--- src/wmm_pkg.sv ---
package wmm_pkg;
   // Byte distance between consecutive instruction words
   localparam logic [15:0] WORD_STEP = 16'h0002;
   // Appended address word sits after the immediate word
   localparam logic [15:0] APPEND_OFS = 16'h0004;
   localparam logic [15:0] ZERO_WORD = 16'h0000;
   // Address mode field codes of the storage operand forms
   localparam logic [1:0] AM_REG = 2'h0;
   localparam logic [1:0] AM_REG_INC = 2'h1;
   localparam logic [1:0] AM_DISP = 2'h2;
   localparam logic [1:0] AM_IND = 2'h3;
   localparam logic [2:0] NO_BASE_REG = 3'h0;
   localparam logic [15:0] GPR_RESET = 16'h0000;

   // Instruction forms handled by the block
   typedef enum logic [2:0] {
      MOVE_WORD_OP_LONG,
      MOVE_WORD_OP_STOR,
      MOVE_WORD_IMMEDIATE_OP_REG,
      MOVE_WORD_IMMEDIATE_OP_STOR,
      MOVE_WORD_SHORT_OP_STORE,
      MOVE_WORD_SHORT_OP_LOAD,
      MOVE_WORD_THEN_CLEAR_OP,
      MULTIPLY_WORD_OP
   } wmm_op_t;

   // Decoded instruction handed over by the fetch stage
   typedef struct packed {
      wmm_op_t op;
      logic [2:0] first_reg_select;
      logic [2:0] second_reg_select;
      logic [2:0] first_base_select;
      logic [2:0] second_base_select;
      logic [1:0] first_address_mode;
      logic [1:0] second_address_mode;
      logic indirect;
      logic [15:0] disp1;
      logic [15:0] disp2;
      logic [15:0] immediate;
      logic [15:0] instr_addr;
   } wmm_instr_t;

   // Processor indicators
   typedef struct packed {
      logic carry;
      logic overflow;
      logic even;
      logic negative;
      logic zero;
   } wmm_ind_t;

   localparam wmm_ind_t IND_RESET = '0;

   // Main storage request
   typedef struct packed {
      logic req;
      logic we;
      logic [15:0] addr;
      logic [15:0] wdata;
   } wmm_mem_t;

   localparam wmm_mem_t MEM_IDLE = '0;
endpackage : wmm_pkg

--- src/wmm_ea_adder.sv ---
module wmm_ea_adder (
   input logic [15:0] base_val,
   input logic base_en,
   input logic [15:0] disp,
   input logic disp_en,
   input logic short_form,
   output logic [15:0] sum
);
   import wmm_pkg::*;
   logic [15:0] ofs;

   // Short forms hold a word count; the shift makes it a byte offset
   // word to byte
   assign ofs = !disp_en ? ZERO_WORD :
                short_form ? {10'h000, disp[4:0], 1'b0} : disp;
   assign sum = (base_en ? base_val : ZERO_WORD) + ofs;
endmodule : wmm_ea_adder

--- src/wmm_exec.sv ---
// Contract
// - Long load adds address to second register, none when zero, loads first
// - Long load bit 11 set makes the sum point at the address word
// - Word moves keep carry and overflow, set even, negative, zero from word
// - Storage move copies first operand word to second, first stays
// - Immediate to register loads the effective address value itself
// - Immediate to register checks only second word, range and odd indirect only
// - Immediate to storage writes the immediate word, indicators from it
// - Appended address word fetched only for address modes 10 and 11
// - Short forms double the five bit word displacement
// - Short forms add the doubled displacement to the base register
// - Short forms bit 10 set makes the address point at the address word
// - Short store writes register to storage, register kept, flags from it
// - Short load loads storage word to register, storage kept
// - Load then clear loads the word, then writes zero to it
// - Multiply writes low product to register, flags from result
// - Multiply clears overflow, sets it when product exceeds 16 bits
// - Odd indirect or operand address raises specification check
// - Out of range instruction word, short forms and immediate to register first word excepted, or operand raises invalid address check
module wmm_exec (
   input logic sys_clk,
   input logic arst_n,
   input logic start,
   input wmm_pkg::wmm_instr_t instr,
   input logic [15:0] installed_top,
   input logic mem_ack,
   input logic [15:0] mem_rdata,
   input logic reg_load_en,
   input logic [2:0] reg_load_sel,
   input logic [15:0] reg_load_data,
   input logic ind_load_en,
   input wmm_pkg::wmm_ind_t ind_load_val,
   output wmm_pkg::wmm_mem_t mem,
   output logic busy,
   output logic done,
   output logic check_invalid_addr,
   output logic check_spec,
   output wmm_pkg::wmm_ind_t ind,
   output logic [15:0] result_word
);
   import wmm_pkg::*;

   typedef enum logic [2:0] {
      S_IDLE, S_APPEND, S_ADDR, S_PTR, S_CHK, S_READ, S_WRITE, S_FIN
   } wmm_state_t;

   wmm_state_t st_reg, st_next;
   wmm_instr_t ir_reg;
   wmm_mem_t mem_reg;
   wmm_ind_t ind_reg;
   logic [15:0] gpr_reg [8];
   logic idx_reg, busy_reg, done_reg, isa_reg, spec_reg;
   logic chk_isa_reg, chk_spec_reg;
   logic [15:0] ea1_reg, ea2_reg, disp_reg, opnd_reg, result_reg;
   logic issue, issue_we, raise_isa, raise_spec, ea_take;
   logic [15:0] issue_addr, issue_data, ea_val, ea_sum, res_word;
   logic [15:0] product;
   logic mul_ovf;
   logic [2:0] cur_sel;
   logic [1:0] cur_mode;
   logic cur_base_en, cur_disp_en, cur_short, cur_ind;
   logic [15:0] cur_disp;
   logic first_ok, second_ok;

   // Address outside installed storage
   function automatic logic addr_bad(input logic [15:0] a, input logic [15:0] top);
      return a >= top;
   endfunction : addr_bad

   // Forms that read their storage operand
   function automatic logic is_read_op(input wmm_op_t op);
      return op == MOVE_WORD_OP_LONG || op == MOVE_WORD_OP_STOR ||
             op == MOVE_WORD_SHORT_OP_LOAD || op == MOVE_WORD_THEN_CLEAR_OP ||
             op == MULTIPLY_WORD_OP;
   endfunction : is_read_op

   // Forms that write main storage
   function automatic logic is_write_op(input wmm_op_t op);
      return op == MOVE_WORD_OP_STOR || op == MOVE_WORD_IMMEDIATE_OP_STOR ||
             op == MOVE_WORD_SHORT_OP_STORE || op == MOVE_WORD_THEN_CLEAR_OP;
   endfunction : is_write_op

   // Short forms carry no checked instruction word
   function automatic logic is_short(input wmm_op_t op);
      return op == MOVE_WORD_SHORT_OP_STORE || op == MOVE_WORD_SHORT_OP_LOAD;
   endfunction : is_short

   // Operand address source for the operand now being formed
   always_comb begin
      cur_mode = idx_reg ? ir_reg.second_address_mode : ir_reg.first_address_mode;
      cur_sel = idx_reg ? ir_reg.second_base_select : ir_reg.first_base_select;
      cur_base_en = 1'b1;
      cur_disp = idx_reg ? ir_reg.disp2 : ir_reg.disp1;
      cur_disp_en = cur_mode[1];
      cur_short = 1'b0;
      cur_ind = (cur_mode == AM_IND);
      case (ir_reg.op)
         MOVE_WORD_OP_LONG: begin
            cur_sel = ir_reg.second_reg_select;
            cur_base_en = (ir_reg.second_reg_select != NO_BASE_REG);
            cur_disp_en = 1'b1;
            cur_ind = ir_reg.indirect;
         end
         MOVE_WORD_SHORT_OP_STORE, MOVE_WORD_SHORT_OP_LOAD: begin
            cur_disp_en = 1'b1;
            cur_short = 1'b1;
            cur_ind = ir_reg.indirect;
         end
         MOVE_WORD_IMMEDIATE_OP_STOR: begin
            // Displacement comes from the appended word
            cur_disp = disp_reg;
         end
         default: begin
         end
      endcase
   end

   wmm_ea_adder u_ea (
      .base_val(gpr_reg[cur_sel]),
      .base_en(cur_base_en),
      .disp(cur_disp),
      .disp_en(cur_disp_en),
      .short_form(cur_short),
      .sum(ea_sum)
   );

   wmm_multiplier u_mul (
      .multiplier(gpr_reg[ir_reg.first_reg_select]),
      .multiplicand(opnd_reg),
      .product(product),
      .overflow(mul_ovf)
   );

   // Instruction word checks at start; the short forms check only operands
   always_comb begin
      first_ok = is_short(instr.op) || instr.op == MOVE_WORD_IMMEDIATE_OP_REG ||
                 !addr_bad(instr.instr_addr, installed_top);
      second_ok = !(instr.op == MOVE_WORD_OP_LONG ||
                    instr.op == MOVE_WORD_IMMEDIATE_OP_REG ||
                    instr.op == MOVE_WORD_IMMEDIATE_OP_STOR) ||
                  !addr_bad(instr.instr_addr + WORD_STEP, installed_top);
   end

   // Sequencer; every storage access is issued on the way into a wait state
   always_comb begin
      st_next = st_reg;
      issue = 1'b0;
      issue_we = 1'b0;
      issue_addr = ea1_reg;
      issue_data = ZERO_WORD;
      raise_isa = 1'b0;
      raise_spec = 1'b0;
      ea_take = 1'b0;
      ea_val = ea_sum;
      case (st_reg)
         S_IDLE: begin
            if (start) begin
               if (!first_ok || !second_ok) begin
                  raise_isa = 1'b1;
                  st_next = S_FIN;
               end else if (instr.op == MOVE_WORD_IMMEDIATE_OP_STOR &&
                            instr.first_address_mode[1]) begin
                  if (addr_bad(instr.instr_addr + APPEND_OFS, installed_top)) begin
                     raise_isa = 1'b1;
                     st_next = S_FIN;
                  end else begin
                     issue = 1'b1;
                     issue_addr = instr.instr_addr + APPEND_OFS;
                     st_next = S_APPEND;
                  end
               end else begin
                  st_next = S_ADDR;
               end
            end
         end
         S_APPEND: begin
            if (mem_ack) begin
               st_next = S_ADDR;
            end
         end
         S_ADDR: begin
            if (cur_ind) begin
               if (addr_bad(ea_sum, installed_top)) begin
                  raise_isa = 1'b1;
                  st_next = S_FIN;
               end else if (ea_sum[0]) begin
                  raise_spec = 1'b1;
                  st_next = S_FIN;
               end else begin
                  issue = 1'b1;
                  issue_addr = ea_sum;
                  st_next = S_PTR;
               end
            end else begin
               ea_take = 1'b1;
               st_next = (ir_reg.op == MOVE_WORD_OP_STOR && !idx_reg) ? S_ADDR : S_CHK;
            end
         end
         S_PTR: begin
            if (mem_ack) begin
               ea_take = 1'b1;
               ea_val = mem_rdata;
               st_next = (ir_reg.op == MOVE_WORD_OP_STOR && !idx_reg) ? S_ADDR : S_CHK;
            end
         end
         S_CHK: begin
            // no operand access for the immediate load
            if (ir_reg.op == MOVE_WORD_IMMEDIATE_OP_REG) begin
               st_next = S_FIN;
            end else if (addr_bad(ea1_reg, installed_top) ||
                         (ir_reg.op == MOVE_WORD_OP_STOR &&
                          addr_bad(ea2_reg, installed_top))) begin
               raise_isa = 1'b1;
               st_next = S_FIN;
            end else if (ea1_reg[0] || (ir_reg.op == MOVE_WORD_OP_STOR && ea2_reg[0])) begin
               raise_spec = 1'b1;
               st_next = S_FIN;
            end else if (is_read_op(ir_reg.op)) begin
               issue = 1'b1;
               st_next = S_READ;
            end else begin
               issue = 1'b1;
               issue_we = 1'b1;
               issue_data = (ir_reg.op == MOVE_WORD_IMMEDIATE_OP_STOR) ?
                            ir_reg.immediate : gpr_reg[ir_reg.first_reg_select];
               st_next = S_WRITE;
            end
         end
         S_READ: begin
            if (mem_ack) begin
               st_next = S_FIN;
               if (is_write_op(ir_reg.op)) begin
                  issue = 1'b1;
                  issue_we = 1'b1;
                  issue_addr = (ir_reg.op == MOVE_WORD_OP_STOR) ? ea2_reg : ea1_reg;
                  issue_data = (ir_reg.op == MOVE_WORD_OP_STOR) ? mem_rdata : ZERO_WORD;
                  st_next = S_WRITE;
               end
            end
         end
         S_WRITE: begin
            if (mem_ack) begin
               st_next = S_FIN;
            end
         end
         S_FIN: begin
            st_next = S_IDLE;
         end
         default: begin
            st_next = S_IDLE;
         end
      endcase
   end

   // Word that sets the indicators and, except for the storage move and the immediate and short stores, lands in the register
   always_comb begin
      case (ir_reg.op)
         MOVE_WORD_IMMEDIATE_OP_REG: res_word = ea1_reg;
         MOVE_WORD_IMMEDIATE_OP_STOR: res_word = ir_reg.immediate;
         MOVE_WORD_SHORT_OP_STORE: res_word = gpr_reg[ir_reg.first_reg_select];
         MULTIPLY_WORD_OP: res_word = product;
         default: res_word = opnd_reg;
      endcase
   end

   // State register
   always_ff @(posedge sys_clk or negedge arst_n) begin
      if (!arst_n) begin
         st_reg <= S_IDLE;
      end else begin
         st_reg <= st_next;
      end
   end

   // Instruction, operand index, addresses and read data
   always_ff @(posedge sys_clk or negedge arst_n) begin
      if (!arst_n) begin
         ir_reg <= '0;
         idx_reg <= 1'b0;
         ea1_reg <= ZERO_WORD;
         ea2_reg <= ZERO_WORD;
         disp_reg <= ZERO_WORD;
         opnd_reg <= ZERO_WORD;
      end else begin
         if (st_reg == S_IDLE && start) begin
            ir_reg <= instr;
            idx_reg <= 1'b0;
         end
         if (st_reg == S_APPEND && mem_ack) begin
            disp_reg <= mem_rdata;
         end
         if (ea_take) begin
            if (idx_reg) begin
               ea2_reg <= ea_val;
            end else begin
               ea1_reg <= ea_val;
            end
            idx_reg <= 1'b1;
         end
         if (st_reg == S_READ && mem_ack) begin
            opnd_reg <= mem_rdata;
         end
      end
   end

   // Storage request; held until the acknowledge
   always_ff @(posedge sys_clk or negedge arst_n) begin
      if (!arst_n) begin
         mem_reg <= MEM_IDLE;
      end else if (issue) begin
         mem_reg <= '{req: 1'b1, we: issue_we, addr: issue_addr, wdata: issue_data};
      end else if (mem_ack) begin
         mem_reg.req <= 1'b0;
      end
   end

   // Check flags, held for the whole instruction
   always_ff @(posedge sys_clk or negedge arst_n) begin
      if (!arst_n) begin
         isa_reg <= 1'b0;
         spec_reg <= 1'b0;
      end else if (st_reg == S_IDLE && !raise_isa) begin
         isa_reg <= 1'b0;
         spec_reg <= 1'b0;
      end else begin
         isa_reg <= isa_reg | raise_isa;
         spec_reg <= spec_reg | raise_spec;
      end
   end

   // General registers; outside loads only while idle so operands stay put
   always_ff @(posedge sys_clk or negedge arst_n) begin
      if (!arst_n) begin
         for (int i = 0; i < 8; i++) begin
            gpr_reg[i] <= GPR_RESET;
         end
      end else if (st_reg == S_FIN) begin
         if (!isa_reg && !spec_reg && !is_write_op(ir_reg.op)) begin
            gpr_reg[ir_reg.first_reg_select] <= res_word;
         end else if (!isa_reg && !spec_reg && ir_reg.op == MOVE_WORD_THEN_CLEAR_OP) begin
            gpr_reg[ir_reg.first_reg_select] <= res_word;
         end
      end else if (st_reg == S_IDLE && reg_load_en) begin
         gpr_reg[reg_load_sel] <= reg_load_data;
      end
   end

   // Indicators
   always_ff @(posedge sys_clk or negedge arst_n) begin
      if (!arst_n) begin
         ind_reg <= IND_RESET;
      end else if (st_reg == S_FIN) begin
         if (!isa_reg && !spec_reg) begin
            ind_reg.even <= ~res_word[0];
            ind_reg.negative <= res_word[15];
            ind_reg.zero <= (res_word == ZERO_WORD);
            if (ir_reg.op == MULTIPLY_WORD_OP) begin
               ind_reg.overflow <= mul_ovf;
            end
         end
      end else if (st_reg == S_IDLE && ind_load_en) begin
         ind_reg <= ind_load_val;
      end
   end

   // Completion outputs; done and checks pulse for one cycle after S_FIN, busy and result are held
   always_ff @(posedge sys_clk or negedge arst_n) begin
      if (!arst_n) begin
         busy_reg <= 1'b0;
         done_reg <= 1'b0;
         chk_isa_reg <= 1'b0;
         chk_spec_reg <= 1'b0;
         result_reg <= ZERO_WORD;
      end else begin
         done_reg <= (st_reg == S_FIN);
         // Check pulses get their own flops so the outputs carry no gating
         chk_isa_reg <= (st_reg == S_FIN) && isa_reg;
         chk_spec_reg <= (st_reg == S_FIN) && spec_reg;
         busy_reg <= (st_next != S_IDLE);
         if (st_reg == S_FIN && !isa_reg && !spec_reg) begin
            result_reg <= res_word;
         end
      end
   end

   assign mem = mem_reg;
   assign busy = busy_reg;
   assign done = done_reg;
   assign check_invalid_addr = chk_isa_reg;
   assign check_spec = chk_spec_reg;
   assign ind = ind_reg;
   assign result_word = result_reg;
endmodule : wmm_exec

--- src/wmm_multiplier.sv ---
module wmm_multiplier (
   input logic [15:0] multiplier,
   input logic [15:0] multiplicand,
   output logic [15:0] product,
   output logic overflow
);
   import wmm_pkg::*;
   logic signed [31:0] full;

   // Full signed product, only the low word is kept
   assign full = $signed(multiplier) * $signed(multiplicand);
   assign product = full[15:0];
   assign overflow = (full[31:15] != {17{full[15]}});
endmodule : wmm_multiplier

--- config.mk ---
export PLATFORM = sky130hd
export DESIGN_NAME = wmm_exec
export DESIGN_NICKNAME = d
export VERILOG_FILES = /design/src/wmm_pkg.sv /design/src/wmm_ea_adder.sv /design/src/wmm_exec.sv /design/src/wmm_multiplier.sv
export SDC_FILE = /design/constraint.sdc
export NUM_CORES = 2
export LEC_CHECK = 0
export ABC_AREA = 1
export BUFFER_PORTS_ARGS = -buffer_cell sky130_fd_sc_hd__buf_2
export CAP_MARGIN = 20
export CORE_MARGIN = 1.5
export CORE_UTILIZATION = 35
export DETAILED_ROUTE_END_ITERATION = 16
export PLACE_DENSITY = 0.53
export REMOVE_ABC_BUFFERS = 1
export SLEW_MARGIN = 10
export SYNTH_ARGS = -nofsm -noshare
export SYNTH_HDL_FRONTEND = slang
export SYNTH_SLANG_ARGS = --single-unit
--- constraint.sdc ---
create_clock -name sys_clk -period 9.3 [get_ports sys_clk]
set_input_delay 1.395 -clock sys_clk [delete_from_list [all_inputs] [get_ports sys_clk]]
set_output_delay 1.395 -clock sys_clk [all_outputs]
set_load 0.005 [all_outputs]
=== Word-level counts from Yosys, hierarchy flattened ===
Cells that the tools add are included.

* Output and inout bits: 59
* Bits of input ports: 146
* Bits in registers: 325
* Word-level logic and storage cells: 266

* $add $sub $neg: 3
* Equality and inequality tests: 23
* Reductions and logical operators: 63
* Order comparisons: 11
* $mul: 1
* Bitwise gates (word level): 8
* Mux-type cells: 116

{| class="wikitable"
|+ Operators by type and width
! kind !! number
|-
| $mux W128 || 4
|-
| $mux W16 || 31
|-
| $bwmux W128 || 2
|-
| $bmux W16 S3 || 2
|-
| $demux W16 S3 || 2
|-
| $ge A16 B16 Y1 || 6
|-
| $pmux W16 S4 || 1
|-
| $pmux W16 S3 || 1
|-
| $mux W1 || 44
|-
| $mux W3 || 14
|-
| $mul A16 B16 Y32 || 1
|-
| $pmux W16 S2 || 1
|-
| $eq A3 B3 Y1 const B || 10
|-
| $pmux W3 S8 || 1
|-
| $logic_and A1 B1 Y1 || 19
|-
| $eq A3 B2 Y1 const B || 6
|-
| $add A16 B16 Y16 || 1
|-
| $add A16 B2 Y16 const B || 1
|-
| $add A16 B3 Y16 const B || 1
|-
| $logic_not A16 Y1 || 1
|-
| $logic_or A1 B1 Y1 || 16
|-
| $ne A16 B16 Y1 || 1
|-
| $ge A4 B4 Y1 const B || 3
|-
| $mux W4 || 3
|-
| 21 further kinds || 53
|}

=== Logic depth before layout (Yosys ltp) ===
* Word-level depth: 15
* Mapped depth: 45
* Gate-level depth less buffers: 42

=== Modules after synthesis ===
A second synthesis with hierarchy kept.

* Cells, all modules: 4777
* Area, all modules: 33109.3 µm²

{| class="wikitable"
|+ Modules (own cells, without submodules)
! module !! times used !! seq. area each (µm²) !! cells each !! area each (µm²)
|-
| wmm_exec || 1 || 8132.8 || 3109 || 21230.4
|-
| wmm_multiplier || 1 || 0.0 || 1419 || 10686.5
|-
| wmm_ea_adder || 1 || 0.0 || 249 || 1192.4
|}

=== Worst setup path after synthesis ===
OpenSTA, ideal clock, no wires.

* Kind: register -> register
* Start: register ir_reg[79] (netlist bit)
* End: register ind_reg, in the netlist ind[3]
* Arrival time: 6.969 ns
* Setup time: 0.117 ns
* Path buffers: 2
* Stages on the path, launching flop included: 36
* Slack: 2.214 ns
* Path through: dfrtp_1 > buf_4 > inv_2 > nand3_2 > inv_2 > a22oi_1 > nand4_1 > inv_1 > buf_1 > nor2_1 > fa_1 > inv_1 > fa_1 > inv_1 > fa_1 > inv_1 > fa_1 > fa_1 > fa_1 > inv_1 > ha_1 > a21o_1 > a21oi_1 > nand2_1 > a21oi_1 > nand3_1 > nand3_1 > nand2_1 > inv_1 > nand3_1 > nor2_1 > nand3_1 > nand2_1 > nand2_1 > nand2_1 > nand2_1

* Cells in the longest elaborated chain, start to end: 9

{| class="wikitable"
|+ RTL lines
! item !! line !! text
|-
| start: declaration || wmm_exec.sv:48 || <nowiki>wmm_instr_t ir_reg;</nowiki>
|-
| start signal: assignment || wmm_exec.sv:286 || <nowiki>ir_reg <= instr;</nowiki>
|-
| $not A3 Y4 (implied by the code) || wmm_exec.sv:128 || <nowiki>.multiplier(gpr_reg[ir_reg.first_reg_select]),</nowiki>
|-
| $bmux W16 S3 || wmm_exec.sv:128 ||
|-
| $mux W16 (implied by the code) (2 in a row) || wmm_exec.sv:128 ||
|-
| $mul A16 B16 Y32 || wmm_multiplier.sv:11 || <nowiki>assign full = $signed(multiplier) * $signed(multiplicand);</nowiki>
|-
| $ne A16 B16 Y1 || wmm_multiplier.sv:13 || <nowiki>assign overflow = (full[31:15] != {17{full[15]}});</nowiki>
|-
| $mux W1 || wmm_exec.sv:357 || <nowiki>if (ir_reg.op == MULTIPLY_WORD_OP) begin</nowiki>
|-
| $mux W4 || wmm_exec.sv:353 || <nowiki>if (!isa_reg && !spec_reg) begin</nowiki>
|-
| $mux W4 || wmm_exec.sv:352 || <nowiki>end else if (st_reg == S_FIN) begin</nowiki>
|-
| end signal: assignment || wmm_exec.sv:362 || <nowiki>ind_reg <= ind_load_val;</nowiki>
|-
| end: declaration || wmm_exec.sv:50 || <nowiki>wmm_ind_t ind_reg;</nowiki>
|}

Every way passes these cells. The select of a mux whose other input is x is not followed.
A chain may end at the register's enable or synchronous reset.

=== Worst setup path in the final report ===
Ends and elaborated chain as after synthesis.

==> run_summary.xml <==
<?xml version="1.0" encoding="UTF-8"?>
<metrics>
  <group name="status">
    <metric name="outcome" unit="">finished clean</metric>
  </group>
  <group name="clock_tree">
    <metric name="cts_repair_resize_count" unit="">0</metric>
    <metric name="cts_sinks" unit="">325</metric>
    <metric name="cts_post_setup_buffers_inserted" unit="">0</metric>
    <metric name="cts_buffers" unit="">40</metric>
    <metric name="clk_pin_slew_worst_paths" unit="ps">70</metric>
    <metric name="worst_skew_pair.late_latency" unit="ps">590</metric>
    <metric name="clockBufferDepth" unit="">3</metric>
    <metric name="cts_hold_buf" unit="">0</metric>
    <metric name="tritoncts" unit="">done</metric>
    <metric name="clock_tree.htree_level_count" unit="">2</metric>
    <metric name="cts_root_buffer" unit="">clkbuf_16</metric>
  </group>
  <group name="critical_path">
    <metric name="worstPathRequired" unit="ps">9780</metric>
    <metric name="worst_setup_path_start_kind" unit="">register</metric>
    <metric name="critical_path_arrival" unit="ps">8980</metric>
    <metric name="cp_common_cell" unit="">nand2_1</metric>
    <metric name="cp-end-kind" unit="">register</metric>
    <metric name="reg2reg_depth" unit="">34</metric>
    <metric name="slowest_cell_delay_on_critical_path" unit="ps">600</metric>
    <metric name="cpMaxStageDelayCell" unit="">nand3_1</metric>
    <metric name="crit_path_max_fanout" unit="">14</metric>
    <metric name="path_class" unit="">register to register</metric>
  </group>
  <group name="synthesis">
    <metric name="ys_seq_elements" unit="">325</metric>
    <metric name="unique_masters_post_synth" unit="">64</metric>
    <metric name="ys_dominant_reg_cell" unit="">dfrtp_1</metric>
    <metric name="syn-instance-count" unit="">4504</metric>
    <metric name="synth.largest_area_cell" unit="">dfrtp_1</metric>
    <metric name="synth_area" unit="µm²">32300</metric>
    <metric name="ys.warnings.count" unit="">0</metric>
    <metric name="ys_async_sr_fraction" unit="">1.00</metric>
    <metric name="synth.avg_cell_area" unit="µm²">7.17</metric>
    <metric name="yosys.area.top_type_share" unit="">0.252</metric>
    <metric name="number_of_flops_mapped_to_enable_cells_by_yosys" unit="">0</metric>
    <metric name="yosys-top-cells-area" unit="">dfrtp_1 25%, fa_1 16%, nand2_1 16%</metric>
    <metric name="register_area_share_after_synthesis" unit="">0.252</metric>
  </group>
  <group name="cells_and_area">
    <metric name="fillCellCount" unit="">9693</metric>
    <metric name="final_cell_count_no_fill" unit="">5847</metric>
    <metric name="multiInputGateArea" unit="µm²">20900</metric>
    <metric name="flow.area_growth_from_synthesis" unit="%">11.5</metric>
    <metric name="final-seq-area" unit="µm²">8130</metric>
    <metric name="insertedDiodeCount" unit="">0</metric>
    <metric name="largest_register_ff_count" unit="">128</metric>
    <metric name="fin_nets" unit="">5231</metric>
    <metric name="final_layout_size_suffix_gt1_frac" unit="">0.0950</metric>
  </group>
  <group name="global_route">
    <metric name="grt_antenna_before_repair" unit="">6</metric>
    <metric name="gr-total-overflow" unit="">0</metric>
    <metric name="grt_pass1_wl" unit="µm">192000</metric>
    <metric name="grt_use_total" unit="">0.272</metric>
    <metric name="grt_pass1_vias" unit="">30700</metric>
    <metric name="grt_max_degree" unit="">160</metric>
  </group>
  <group name="drt">
    <metric name="remaining_drc_errors" unit="">0</metric>
    <metric name="drt-wirelength-per-cell" unit="µm">21.8</metric>
    <metric name="drtAntennaViolNets" unit="">0</metric>
    <metric name="drt_first_iter_violations" unit="">3011</metric>
    <metric name="finalWirelength" unit="µm">128000</metric>
    <metric name="dr_wl_met2" unit="µm">55000</metric>
    <metric name="drtPass1Iterations" unit="">7</metric>
    <metric name="vias" unit="">31000</metric>
    <metric name="detail_route.vias_per_cell" unit="">5.31</metric>
    <metric name="wl_met3" unit="µm">11900</metric>
    <metric name="m1WireLength" unit="µm">56000</metric>
    <metric name="maxUsedRoutingLayer" unit="">met5</metric>
  </group>
  <group name="place">
    <metric name="finalWeightedCongestion" unit="">0.968</metric>
    <metric name="detailed_place_hpwl" unit="µm">97600</metric>
    <metric name="dp_cells" unit="">5773</metric>
    <metric name="buffer_ports.inserted" unit="">204</metric>
  </group>
  <group name="sta">
    <metric name="finalCritPeriodShare" unit="">0.914</metric>
    <metric name="timing.setup.tns" unit="ps">0</metric>
    <metric name="slew_headroom" unit="">0.292</metric>
    <metric name="fmaxAchievable" unit="MHz">118</metric>
    <metric name="finalSetupViolCount" unit="">0</metric>
    <metric name="final-hold-violation-count" unit="">0</metric>
    <metric name="grt_setup_unrepaired" unit="">false</metric>
    <metric name="skew" unit="ps">34.7</metric>
    <metric name="tightestPinTransition" unit="ps">1060</metric>
    <metric name="final_critical_path_time_including_i_o_delays_and_setup" unit="ps">8500</metric>
    <metric name="report.final.slew_viol_count" unit="">0</metric>
  </group>
  <group name="floorplan">
    <metric name="fp.coreArea" unit="µm²">91500</metric>
    <metric name="floorplan.rows" unit="">111</metric>
    <metric name="floorplan.initialDensity" unit="">0.353</metric>
    <metric name="fp.dieH" unit="µm">307</metric>
    <metric name="die_w" unit="µm">307</metric>
    <metric name="fp.dieArea" unit="µm²">94100</metric>
    <metric name="io-pin-count" unit="">205</metric>
  </group>
  <group name="hold_path">
    <metric name="hold_path_depth" unit="">2</metric>
    <metric name="min-delay-path-class" unit="">register to register</metric>
  </group>
  <group name="job">
    <metric name="drv.max_cap_violation_count" unit="">0</metric>
  </group>
</metrics>
==> final timing paths <==
check	start	to	slack, ps
worst min-delay path	ir_reg[73]	ir_reg[73]	470
max in group asynchronous	arst_n	ir_reg[60]	6890
worst max-delay path	ir_reg[79]	ind[3]	800
min in group asynchronous	arst_n	result_word[11]	860
worst min register to register	ir_reg[73]	ir_reg[73]	470
worst max register to register	ir_reg[79]	ind[3]	800
==> cells in the mapped netlist (3+ instances only) <==
cell / number
nand2_1: 1380
inv_1: 650
nor2_1: 441
dfrtp_1: 325
o21ai_0: 273
fa_1: 263
ha_1: 192
a21oi_1: 174
nand3_1: 137
a31oi_1: 125
clkbuf_1: 110
buf_2: 45
nor3_1: 38
xor2_1: 30
o211ai_1: 27
nand4_1: 26
inv_2: 24
a22oi_1: 20
a311oi_1: 17
o22ai_1: 15
o21ai_1: 14
clkinv_1: 12
nor2_2: 12
o221ai_1: 12
or2_2: 11
buf_1: 10
mux2_2: 10
nor2_4: 10
a221oi_1: 8
nand2_2: 8
o21bai_1: 8
a211oi_1: 7
buf_4: 6
o221a_2: 6
xnor2_1: 6
nand2_4: 4
nand3_2: 4
o21a_1: 4
o2bb2ai_1: 4
a21o_1: 3
nand4_4: 3
==> cell families (layout without fill, tap and decap cells) <==
group	count (synthesis)	in the layout	share of synthesized area
AND/OR/NAND/NOR	2085	2085	0.262
buffers and inverters	860	1017	0.103
AO/OA/AOI/OAI	732	732	0.133
adder cells (fa/ha/maj)	455	455	0.237
flip-flops	325	325	0.252
XOR/XNOR	37	37	0.0103
multiplexers	10	10	0.00349
==> worst max-delay path: cells and delay by family, from the launching register on <==
kind                     cells  cell delay (ps)
adder cells (fa/ha/maj)      7             3390
AO/OA/AOI/OAI                1              340
flip-flops                   1              550
AND/OR/NAND/NOR             18             2680
buffers and inverters        8             1430
==> layout by cell type, fill, tap and decap left out, types with 125 or more instances in the layout <==
master / synthesis / routed
inv_1: 650 / 650
ha_1: 192 / 192
buf_2: 45 / 203
nand2_1: 1380 / 1379
a31oi_1: 125 / 125
a21oi_1: 174 / 174
fa_1: 263 / 263
nor2_1: 441 / 439
nand3_1: 137 / 137
dfrtp_1: 325 / 325
o21ai_0: 273 / 273
==> cell type report <==
type | count | share of cell area
Timing Repair Buffer | 257 | 0.0404
Inverter | 687 | 0.0717
Clock inverter | 20 | 0.00761
Tap cell | 1186 | 0.0412
Sequential cell | 325 | 0.226
Multi-Input combinational cell | 3319 | 0.582
Clock buffer | 53 | 0.0315
==> through the flow <==
step                      instance area [µm²]  utilization  setup WS [ps]  hold slack [ps]
after floorplan                         31600            -           1860              442
after global placement                  34600        0.378            926              458
after detailed placement                34600        0.378            847              462
after CTS                               36000        0.393            827              476
after global routing                    36000        0.393           98.5              487
final                                   36000        0.393            802              471
==> metal layers <==
metal | track usage | vias to the layer above
met5 | 0 | -
met4 | 0.0950 | 2
met2 | 0.418 | 1308
met3 | 0.0640 | 205
li1 | - | 14500
met1 | 0.374 | 15000
Power is left out: the tool's default activity adds up to more than one toggle a clock period on the data nets, which glitch-free logic cannot reach.
